`src/core/smc_pkg.sv`:
```
// Constants and types for the sleep-mode clock controller
package smc_pkg;

  // Mode-select field width and encodings
  localparam int unsigned MODE_W = 3;
  localparam logic [2:0] MODE_IDLE    = 3'h0;
  localparam logic [2:0] MODE_ADC_NR  = 3'h1;
  localparam logic [2:0] MODE_PDOWN   = 3'h2;
  localparam logic [2:0] MODE_PSAVE   = 3'h3;
  localparam logic [2:0] MODE_STANDBY = 3'h6;
  localparam logic [2:0] MODE_EXT_SB  = 3'h7;
  localparam logic [2:0] MODE_DEEP    = 3'h4;

  // Number of software-selectable power-saving modes
  localparam int unsigned NUM_MODES = 6;

  // Clock-run vector bit positions
  localparam int unsigned CK_CPU   = 0;
  localparam int unsigned CK_SRAM  = 1;
  localparam int unsigned CK_TIMER = 2;
  localparam int unsigned CK_SPI   = 3;
  localparam int unsigned CK_IRQ   = 4;
  localparam int unsigned CK_ASYNC = 5;
  localparam int unsigned CK_ADC   = 6;
  localparam int unsigned CK_RCOSC = 7;
  localparam int unsigned CK_WDT   = 8;
  localparam int unsigned CK_SYMC  = 9;
  localparam int unsigned CK_LFOSC = 10;
  localparam int unsigned CK_W     = 11;

  // Full activity (also the reset value) and all-off value
  localparam logic [10:0] RUN_ALL  = 11'h7ff;
  localparam logic [10:0] RUN_NONE = 11'h000;

  // Controller states
  typedef enum logic [1:0] {ST_ACTIVE, ST_SLEEP} smc_state_type;

endpackage

```
`src/core/smc_ctrl.sv`:
```
// Sleep-mode controller: mode decode, clock run enables and wake handling
// Overview of operation
// - Six selectable sleep modes, fixed clock sets
// - Idle halts CPU only, peripherals keep running
// - Power-down stops oscillator, retains registers
// - Power-save keeps asynchronous timer running
// - Noise reduction keeps only async timer, converter
// - Standby keeps RC oscillator running
// - Extended standby keeps RC oscillator, async timer
// - Deep sleep powers off non-retaining blocks
// - Deep sleep: watchdog, symbol counter, LF oscillator optional
`timescale 1ns/1ps
`default_nettype none

module smc_ctrl (
  // Clock and reset
  input  wire logic        clk,
  input  wire logic        resetn,
  // Software control, same clock domain
  input  wire logic [2:0]  mode_sel,
  input  wire logic        sleep_req,
  input  wire logic        sleep_enable,
  input  wire logic        deep_keep_wdt,
  input  wire logic        deep_keep_symc,
  input  wire logic        deep_keep_lfosc,
  // Wake sources from pins or other clocks
  input  wire logic        wake_irq,
  // Clock run enables and power state
  output logic [10:0]      clk_run,
  output logic             domain_power,
  output logic             retain_ok,
  output logic             sleeping,
  output logic             resume
);

  // Returns the run set for a mode; invalid codes keep everything on
  function automatic logic [10:0] run_set(input logic [2:0] m, input logic kw,
                                          input logic ks, input logic kl);
    logic [10:0] r;
    r = smc_pkg::RUN_NONE;
    unique case (m)
      smc_pkg::MODE_IDLE:
      begin
        r = smc_pkg::RUN_ALL;
        r[smc_pkg::CK_CPU] = 1'b0;
      end
      smc_pkg::MODE_ADC_NR:
      begin
        r[smc_pkg::CK_ASYNC] = 1'b1;
        r[smc_pkg::CK_ADC] = 1'b1;
      end
      smc_pkg::MODE_PDOWN:
        r = smc_pkg::RUN_NONE;
      smc_pkg::MODE_PSAVE:
        r[smc_pkg::CK_ASYNC] = 1'b1;
      smc_pkg::MODE_STANDBY:
        r[smc_pkg::CK_RCOSC] = 1'b1;
      smc_pkg::MODE_EXT_SB:
      begin
        r[smc_pkg::CK_RCOSC] = 1'b1;
        r[smc_pkg::CK_ASYNC] = 1'b1;
      end
      smc_pkg::MODE_DEEP:
      begin
        r[smc_pkg::CK_WDT] = kw;
        r[smc_pkg::CK_SYMC] = ks;
        r[smc_pkg::CK_LFOSC] = kl;
      end
      default:
        r = smc_pkg::RUN_ALL;
    endcase
    return r;
  endfunction

  // True for the six sleep modes plus deep sleep; code 5 is refused
  function automatic logic mode_valid(input logic [2:0] m);
    return (m == smc_pkg::MODE_IDLE) || (m == smc_pkg::MODE_ADC_NR) ||
           (m == smc_pkg::MODE_PDOWN) || (m == smc_pkg::MODE_PSAVE) ||
           (m == smc_pkg::MODE_STANDBY) || (m == smc_pkg::MODE_EXT_SB) ||
           (m == smc_pkg::MODE_DEEP);
  endfunction

  // Wake input synchroniser: first stage read only by second
  logic wake_s1;
  logic wake_s2;
  always_ff @(posedge clk or negedge resetn)
  begin
    if (!resetn)
    begin
      wake_s1 <= 1'b0;
      wake_s2 <= 1'b0;
    end
    else
    begin
      wake_s1 <= wake_irq;
      wake_s2 <= wake_s1;
    end
  end

  smc_pkg::smc_state_type state;
  smc_pkg::smc_state_type next_state;
  logic [2:0]  mode;
  logic [2:0]  next_mode;
  logic [10:0] next_clk_run;
  logic        next_domain_power;
  logic        next_resume;

  // Next-state logic: mode latched only at sleep entry
  always_comb
  begin
    next_state = state;
    next_mode = mode;
    next_resume = 1'b0;
    unique case (state)
      smc_pkg::ST_ACTIVE:
      begin
        // Ignore invalid codes so a bad write cannot stall the CPU
        if (sleep_req && sleep_enable && mode_valid(mode_sel))
        begin
          next_state = smc_pkg::ST_SLEEP;
          next_mode = mode_sel;
        end
      end
      smc_pkg::ST_SLEEP:
      begin
        if (wake_s2)
        begin
          next_state = smc_pkg::ST_ACTIVE;
          next_resume = 1'b1;
        end
      end
    endcase
    if (next_state == smc_pkg::ST_SLEEP)
      next_clk_run = run_set(next_mode, deep_keep_wdt, deep_keep_symc,
                             deep_keep_lfosc);
    else
      next_clk_run = smc_pkg::RUN_ALL;
    // Only deep sleep removes power from non-retaining domains
    next_domain_power = !((next_state == smc_pkg::ST_SLEEP) &&
                          (next_mode == smc_pkg::MODE_DEEP));
  end

  // State registers
  always_ff @(posedge clk or negedge resetn)
  begin
    if (!resetn)
    begin
      state <= smc_pkg::ST_ACTIVE;
      mode <= smc_pkg::MODE_IDLE;
      clk_run <= smc_pkg::RUN_ALL;
      domain_power <= 1'b1;
      resume <= 1'b0;
    end
    else
    begin
      state <= next_state;
      mode <= next_mode;
      clk_run <= next_clk_run;
      domain_power <= next_domain_power;
      resume <= next_resume;
    end
  end

  // Retention is guaranteed whenever domains stay powered
  assign retain_ok = domain_power;
  assign sleeping = (state == smc_pkg::ST_SLEEP);

  // Checks
  idle_cpu_off_a: assert property (@(posedge clk) disable iff (!resetn)
    (sleeping && mode == smc_pkg::MODE_IDLE) |->
      (!clk_run[smc_pkg::CK_CPU] && clk_run[smc_pkg::CK_SPI] && clk_run[smc_pkg::CK_IRQ]))
    else $error("idle clock set wrong");
  pdown_all_off_a: assert property (@(posedge clk) disable iff (!resetn)
    (sleeping && mode == smc_pkg::MODE_PDOWN) |-> clk_run == smc_pkg::RUN_NONE)
    else $error("power-down left a clock running");
  psave_async_a: assert property (@(posedge clk) disable iff (!resetn)
    (sleeping && mode == smc_pkg::MODE_PSAVE) |->
      (clk_run[smc_pkg::CK_ASYNC] && !clk_run[smc_pkg::CK_CPU]))
    else $error("power-save async timer stopped");
  adc_nr_set_a: assert property (@(posedge clk) disable iff (!resetn)
    (sleeping && mode == smc_pkg::MODE_ADC_NR) |->
      (clk_run[smc_pkg::CK_ADC] && !clk_run[smc_pkg::CK_TIMER]))
    else $error("noise reduction clock set wrong");
  stby_rcosc_a: assert property (@(posedge clk) disable iff (!resetn)
    (sleeping && mode == smc_pkg::MODE_STANDBY) |->
      (clk_run[smc_pkg::CK_RCOSC] && !clk_run[smc_pkg::CK_ASYNC]))
    else $error("standby clock set wrong");
  ext_stby_a: assert property (@(posedge clk) disable iff (!resetn)
    (sleeping && mode == smc_pkg::MODE_EXT_SB) |->
      (clk_run[smc_pkg::CK_RCOSC] && clk_run[smc_pkg::CK_ASYNC]))
    else $error("extended standby clock set wrong");
  deep_power_a: assert property (@(posedge clk) disable iff (!resetn)
    (sleeping && mode == smc_pkg::MODE_DEEP) |-> !domain_power)
    else $error("deep sleep left domains powered");
  deep_keep_a: assert property (@(posedge clk) disable iff (!resetn)
    (sleeping && mode == smc_pkg::MODE_DEEP) |->
      (clk_run[smc_pkg::CK_WDT] == $past(deep_keep_wdt)))
    else $error("deep sleep watchdog option ignored");
  wake_resume_a: assert property (@(posedge clk) disable iff (!resetn)
    (sleeping && wake_s2) |=> (!sleeping && resume && clk_run == smc_pkg::RUN_ALL))
    else $error("wake did not restore clocks");
  enter_sleep_a: assert property (@(posedge clk) disable iff (!resetn)
    (!sleeping && sleep_req && sleep_enable && mode_sel == smc_pkg::MODE_PSAVE)
      |=> (sleeping && mode == smc_pkg::MODE_PSAVE))
    else $error("sleep request not taken");
  enter_any_a: assert property (@(posedge clk) disable iff (!resetn)
    (!sleeping && sleep_req && sleep_enable && mode_valid(mode_sel))
      |=> (sleeping && mode == $past(mode_sel)))
    else $error("valid sleep request not taken");
  // A refused code must not gate anything, or the CPU would stall
  bad_code_a: assert property (@(posedge clk) disable iff (!resetn)
    (!sleeping && sleep_req && !mode_valid(mode_sel)) |=> !sleeping)
    else $error("invalid mode code entered sleep");
  asleep_hold_a: assert property (@(posedge clk) disable iff (!resetn)
    (sleeping && !wake_s2) |=> (sleeping && $stable(mode) && $stable(domain_power)))
    else $error("sleep state left without wake");
  active_run_a: assert property (@(posedge clk) disable iff (!resetn)
    !sleeping |-> (clk_run == smc_pkg::RUN_ALL && domain_power))
    else $error("active state with clocks gated");
  resume_pulse_a: assert property (@(posedge clk) disable iff (!resetn)
    resume |=> !resume)
    else $error("resume held longer than one cycle");
  // Deep sleep keeps only the three optional clocks, each as asked
  deep_opt_a: assert property (@(posedge clk) disable iff (!resetn)
    (sleeping && mode == smc_pkg::MODE_DEEP) |->
      (clk_run[smc_pkg::CK_SYMC] == $past(deep_keep_symc) &&
       clk_run[smc_pkg::CK_LFOSC] == $past(deep_keep_lfosc) &&
       clk_run[smc_pkg::CK_RCOSC:smc_pkg::CK_CPU] == 8'h00))
    else $error("deep sleep optional clock set wrong");

endmodule

`default_nettype wire

```
`config.mk`:
```
export PLATFORM = sky130hd
export DESIGN_NAME = smc_ctrl
export DESIGN_NICKNAME = d
export VERILOG_FILES = /design/src/core/smc_pkg.sv /design/src/core/smc_ctrl.sv
export SDC_FILE = /design/constraint.sdc
export NUM_CORES = 1
export LEC_CHECK = 0
export BUFFER_PORTS_ARGS = -buffer_cell sky130_fd_sc_hd__buf_2
export CORE_MARGIN = 1.5
export CORE_UTILIZATION = 40
export CTS_CLUSTER_SIZE = 8
export DETAILED_ROUTE_END_ITERATION = 8
export GPL_ROUTABILITY_DRIVEN = 1
export SLEW_MARGIN = 10
export SYNTH_ARGS = -nofsm -noshare
export SYNTH_HDL_FRONTEND = slang
export SYNTH_SLANG_ARGS = --single-unit
```
`constraint.sdc`:
```
create_clock -name clk -period 3.3 [get_ports clk]
set_clock_uncertainty 0.1 [all_clocks]
set_input_delay 0.33 -clock clk [delete_from_list [all_inputs] [get_ports clk]]
set_output_delay 0.33 -clock clk [all_outputs]
set_load 0.02 [all_outputs]
```
Word level (Yosys, flattened, before mapping). Index checks and enable logic that the tools add are counted.

Output and inout bits: 15. Flip-flop bits (word level): 20. Memories: 0. ROM bits: 0. Word-level logic and storage cells: 52. Input bits: 11. Latch bits: 0. Memory bits (writable): 0.

Reduce and logical (&&, ||, !) cells: 18. Muxes and demuxes: 13. Add/sub/neg operators: 0. Shifts and indexed selects: 0. Equal/unequal tests: 14. Multiply operators: 0. Bitwise logic cells: 0. Divide/modulo/power cells: 0. Order comparisons: 0.

Operators by type and width (number): $eq A3 B3 Y1 const B (6); $eq A3 B2 Y1 const B (4); $mux W11 (1); $pmux W5 S2 (1); $reduce_or A5 Y1 (2); $eq A3 B1 Y1 const B (2); $logic_not A3 Y1 (2); $logic_or A1 B1 Y1 (6); $mux W3 (2); $pmux W3 S2 (1); $reduce_or A6 Y1 (1); $mux W1 (5); $eq A2 B1 Y1 const B (2); $mux W2 (2); $pmux W2 S2 (1); $reduce_or A4 Y1 (1); $logic_and A1 B1 Y1 (3); $reduce_or A3 Y1 (1); $logic_not A2 Y1 (1); $logic_not A1 Y1 (1).

Longest topological paths before layout.
Depth in word-level cells: 14. Mapped depth: 5. Gate-level depth less buffers: 4.

Worst setup path after synthesis. Ideal clock, no wire load.

Kind: flip-flop to flip-flop. From: register state[1]. To: register clk_run[10]. Setup time: 77 ps. Path buffers: 0. Stages on the path, launching flop included: 5. Required time: 3123 ps. Path slack: 1892 ps. Clock period less this slack: 1408 ps. Arrival time: 1230 ps. Cells stage by stage: dfrtp_1 -> or3b_4 -> a21boi_4 -> o22a_1 -> o21a_1.

Longest elaborated chain between the ends: 6. Elaborated cells between the ends (all ways): 16. Those cells by class: eq/ne: 8; mux: 6; reduce/logical: 2.

Ends and longest elaborated chain: start: declaration (line smc_ctrl.sv:100) `smc_pkg::smc_state_type state;`; start signal: assignment (line smc_ctrl.sv:148) `state <= smc_pkg::ST_ACTIVE;`; start signal: assignment (line smc_ctrl.sv:156) `state <= next_state;`; $logic_not A2 Y1 (line smc_ctrl.sv:114) `unique case (state)`; $mux W3 (line smc_ctrl.sv:114); $eq A3 B3 Y1, or another cell as far along (line smc_ctrl.sv:41) `unique case (m)`; $reduce_or A5 Y1 (no line); $pmux W3 S2 (line smc_ctrl.sv:41); $mux W11 * (line smc_ctrl.sv:133) `if (next_state == smc_pkg::ST_SLEEP)`; named net next_clk_run[10] (line smc_ctrl.sv:104) `logic [10:0] next_clk_run;`; end signal: assignment (line smc_ctrl.sv:150) `clk_run <= smc_pkg::RUN_ALL;`; end signal: assignment (line smc_ctrl.sv:158) `clk_run <= next_clk_run;`; end: declaration (line smc_ctrl.sv:29) `output logic [10:0] clk_run,`.

The timed path passes the listed nets; every way through them passes the cells marked *.

Final worst setup path.
From: register state[1]. To: output sleeping.

Longest elaborated chain between the ends: 1.

Ends and longest elaborated chain: $eq A2 B1 Y1 (line smc_ctrl.sv:166) `assign sleeping = (state == smc_pkg::ST_SLEEP);`; end: declaration (line smc_ctrl.sv:32) `output logic sleeping,`.

No other way between the ends.

==> flow_results.org <==
** Floorplanning
- The die covers 0.00239 mm2.
- Std-Cell Rows :: 16
- Area of the core :: ~0.0020 mm2
- The die is 48.9 um tall.
- For this configuration, the core starts out at a cell density of 42.6%.
- 26 I/O pins were placed.
- Die width :: between 40 and 50 um

** Timing
- The count of final max-slew check failures came to 0.
- Adding up every negative setup slack in the final design gives 0 ps.
- Based on the critical path, the design can be clocked at up to roughly 630 MHz.
- RSZ-0062 raised after global routing :: false
- Setup violations remaining at the end of the flow were counted as 0.
- Worst-case headroom to the max-slew limit :: 75.4%
- Hold Violations, Final :: 0
- Period utilisation layout :: between 40% and 50%
- On the final layout, the worst hold slack is roughly 45 ps.
- Least-Margin Pin Slew :: around 370 ps
- Final critical delay including setup and external delays :: around 1600 ps

** Pwr
- Net Switching :: 0.000253 W
- Combinational cells account for 38.4% of the total power.
- The internal power of the cells totals around 0.00043 W.
- Total power per unit cell area :: around 680 mW/mm2
- The worst-case IR drop observed on VDD is ~0.27 mV.
- Seq pwr share :: 45.7%
- Relative contribution of the clock network to total power :: between 15 and 20%
- Of the total power, the share spent switching nets is roughly 37%.
- Leakage power of the design :: around 0.45 nW

** Place
- Counting tap cells, the placed design contains a total of roughly 120 instances.
- Placement Cell Area :: around 960 um2
- Last weighted congestion value of the routability-driven placer :: ~0.86
- The wire-length estimate of the detail-placed layout is between 1 and 1.5 mm.
- IO buf count :: 25

** Route
- For this run, the detailed router's first-pass iteration total came to 4.
- DRC violation count after routing :: 0
- Vias per cell :: 4.98
- Routed Antenna Nets :: 0
- DR WL/cell :: 11.8 um
- Total via count after detailed routing :: 637
- The final layout contains routed wiring with a total length of about 1.5 mm.
- The detailed router finished its first iteration with 12 violations.

** Clock tree
- The later pin in the worst-skew pair is clocked with a latency of 280 ps.
- CTS tree :: yes
- For this design, the sink count on the clock tree is 17.
- The clock passes through at most 2 buffers.
- The tree is rooted in a sky130_fd_sc_hd__clkbuf_4.
- After clock tree synthesis, the clock-pin slew on the worst setup and hold paths is 100 ps.
- Counting the buffers created by CTS gives 3.
- CTS built an H-tree with a depth of 1.
- Post-CTS setup repair buffer count :: 0

** Finish
- Area growth from synthesis to layout :: 18.2%
- The net count of the finished layout is approximately 110.
- Excluding fillers, the count of instances in the completed layout stands at between 100 and 150.
- Total inserted antenna cells :: 0
- Summing all non-filler instances in the final layout gives an area of around 1000 um2.
- Of the cells placed in the final design, the portion with a size suffix greater than 1 is approximately 46%.

** Synth
- Most numerous cell types in the synthesized netlist :: sky130_fd_sc_hd__nand2_1, sky130_fd_sc_hd__dfstp_2, sky130_fd_sc_hd__dfrtp_1
- In this run the biggest area consumer among cell types represents between 20% and 30% of the synthesized area.
- Summing every instance area after synthesis gives between 800 and 900 um2.
- In this run, synthesis produced a sequential element count of 17.
- Library cell with the largest summed area after synthesis :: sky130_fd_sc_hd__dfstp_2
- After synthesis, the netlist uses 35 different library cells.
- EDFF count, synth :: 0
- Sequential-to-total area share from yosys stat :: roughly 52%
- Sorting the synthesized cells by area gives the leading types as sky130_fd_sc_hd__dfstp_2, sky130_fd_sc_hd__dfrtp_1, sky130_fd_sc_hd__nand2_1.
- Synth warn :: 0
- After technology mapping, the gate count stands at between 70 and 80.
- Yosys instantiated no cell more often than sky130_fd_sc_hd__nand2_1.
- The number of nets in the synthesized netlist is a little under 90.
- Async set-or-reset flop fraction in the synthesized netlist :: 100%
- The average instance in the mapped netlist occupies 11.1 um2.
- In the synthesized netlist the dominant register cell turns out to be sky130_fd_sc_hd__dfstp_2.

** Worst setup path
- For this run, the slowest stage of the critical path takes about 450 ps.
- Worst path bufs/invs :: 1
- The slowest stage of the critical path is the sky130_fd_sc_hd__dfrtp_1 cell.
- Required time of the critical path :: approximately 2900 ps
- In this run the worst path has a maximum fanout of 7.
- The signal on the critical path passes through and2b_2, buf_2.
- STA puts the critical path data arrival time at about 1200 ps.
- Crit path kind :: flop to output port
- Worst Setup Start Kind :: flop
- On the critical path the largest part of the delay comes from flip-flops.
- Worst setup EP type :: output port

** Worst hold path
- Classification of the worst-slack hold path :: input pin to flop

** Status
- Result of the run :: finished, final reports clean

** Global route
- In the global route stage, overall resource usage came out at a little over an eighth.
- Largest net degree at the start of global routing :: 18
- The via count of the first global-routing pass was 610.
- Summed over all layers, the global routing overflow is 0.
- The first global-routing pass estimated ~2.6 mm of wire.
- The initial antenna violation count is 0.

** Flow run
- Across the run, the number of max-cap violations was 0.
[cells in the final DEF (no fill, tap or decap), types with 2 or more instances in the layout]
cell / netlist / routed
sky130_fd_sc_hd__nor2_1: 5 / 5
sky130_fd_sc_hd__o21ai_1: 3 / 3
sky130_fd_sc_hd__dfstp_2: 9 / 9
sky130_fd_sc_hd__a21oi_1: 3 / 3
sky130_fd_sc_hd__nand2_1: 10 / 10
sky130_fd_sc_hd__nor3_1: 2 / 2
sky130_fd_sc_hd__xnor2_1: 2 / 2
sky130_fd_sc_hd__o21a_1: 3 / 3
sky130_fd_sc_hd__clkbuf_4: 0 / 3
sky130_fd_sc_hd__buf_2: 0 / 25
sky130_fd_sc_hd__inv_1: 3 / 3
sky130_fd_sc_hd__dfrtp_1: 8 / 8
[path summary, 6_finish.rpt]
path,depth (start not counted),slack (ps),start,to
setup / recovery,2,1720,state[1]$_DFF_PN0_,sleeping
hold / removal,1,40,wake_irq,wake_s1$_DFF_PN0_
setup reg to reg,4,1760,state[1]$_DFF_PN0_,clk_run[5]$_DFF_PN1_
hold reg to reg,0,270,wake_s1$_DFF_PN0_,wake_s2$_DFF_PN0_
max in group asynchronous,2,2400,resetn,clk_run[7]$_DFF_PN1_
min in group asynchronous,2,380,resetn,wake_s1$_DFF_PN0_
[state kept, by name (all words and copies together) (netlist names)]
signal and cells:
state 2, domain_power 1, wake_s1 1, resume 1, clk_run 8, wake_s2 1, mode 3
[cell type report]
class | instances | area, um2
well taps | 27 | 33.8
inverters | 3 | 11.3
fillers | 186 | 985
multi-input cells | 51 | 354
clock buffers | 4 | 26.3
repair buffers | 26 | 135
flip-flops and latches | 17 | 437
[metrics by stage]
stage / power (W) / util, % / setup WS [ps]
after floorplan: 0.000517 / - / 1890
after global placement: 0.000576 / 48.5 / 1830
after detailed placement: 0.000577 / 48.5 / 1810
after CTS: 0.000689 / 50.3 / 1720
after global routing: 0.000726 / 50.3 / 1680
final: 0.000681 / 50.3 / 1720
[worst reg2reg max path, stage by stage (launching register included)]
cell and delay, ps:
sky130_fd_sc_hd__dfrtp_1 450, sky130_fd_sc_hd__or3b_4 430, sky130_fd_sc_hd__a21boi_4 150, sky130_fd_sc_hd__o22ai_1 180
sky130_fd_sc_hd__o311ai_1 130
[cell families (layout without fill, tap and decap cells)]
kind of cell | count (synthesis) | count (layout) | share of synthesized area, %
flip-flops | 17 | 17 | 51.8
XOR/XNOR | 2 | 2 | 2.08
buffers and inverters | 8 | 33 | 6.23
AO/OA/AOI/OAI | 18 | 18 | 17.4
AND/OR/NAND/NOR | 31 | 31 | 22.6
[metal layers]
layer	global-route usage, %	vias to the layer above	share of wire (%)
met3	2.76	0	4.7
li1	-	315	-
met5	0	-	0
met4	2.86	0	0
met1	18.1	297	46
met2	23.3	25	49
[power groups by stage]
stage / combinational [W] / sequential [W] / clock, W
after floorplan: 0.000160 / 0.000357 / 0
after global placement: 0.000262 / 0.000314 / 0
after detailed placement: 0.000262 / 0.000315 / 0
after CTS: 0.000264 / 0.000311 / 0.000114
after global routing: 0.000284 / 0.000320 / 0.000122
final: 0.000261 / 0.000311 / 0.000109
[repair_timing]
action | in CTS | in global routing
setup endpoints to repair | 0 | 0
hold buffers | 1 | 0
hold endpoints to repair | 8 | 0
gates resized for setup | 0 | 0
Note: power is estimated with default switching activity, not from simulation.
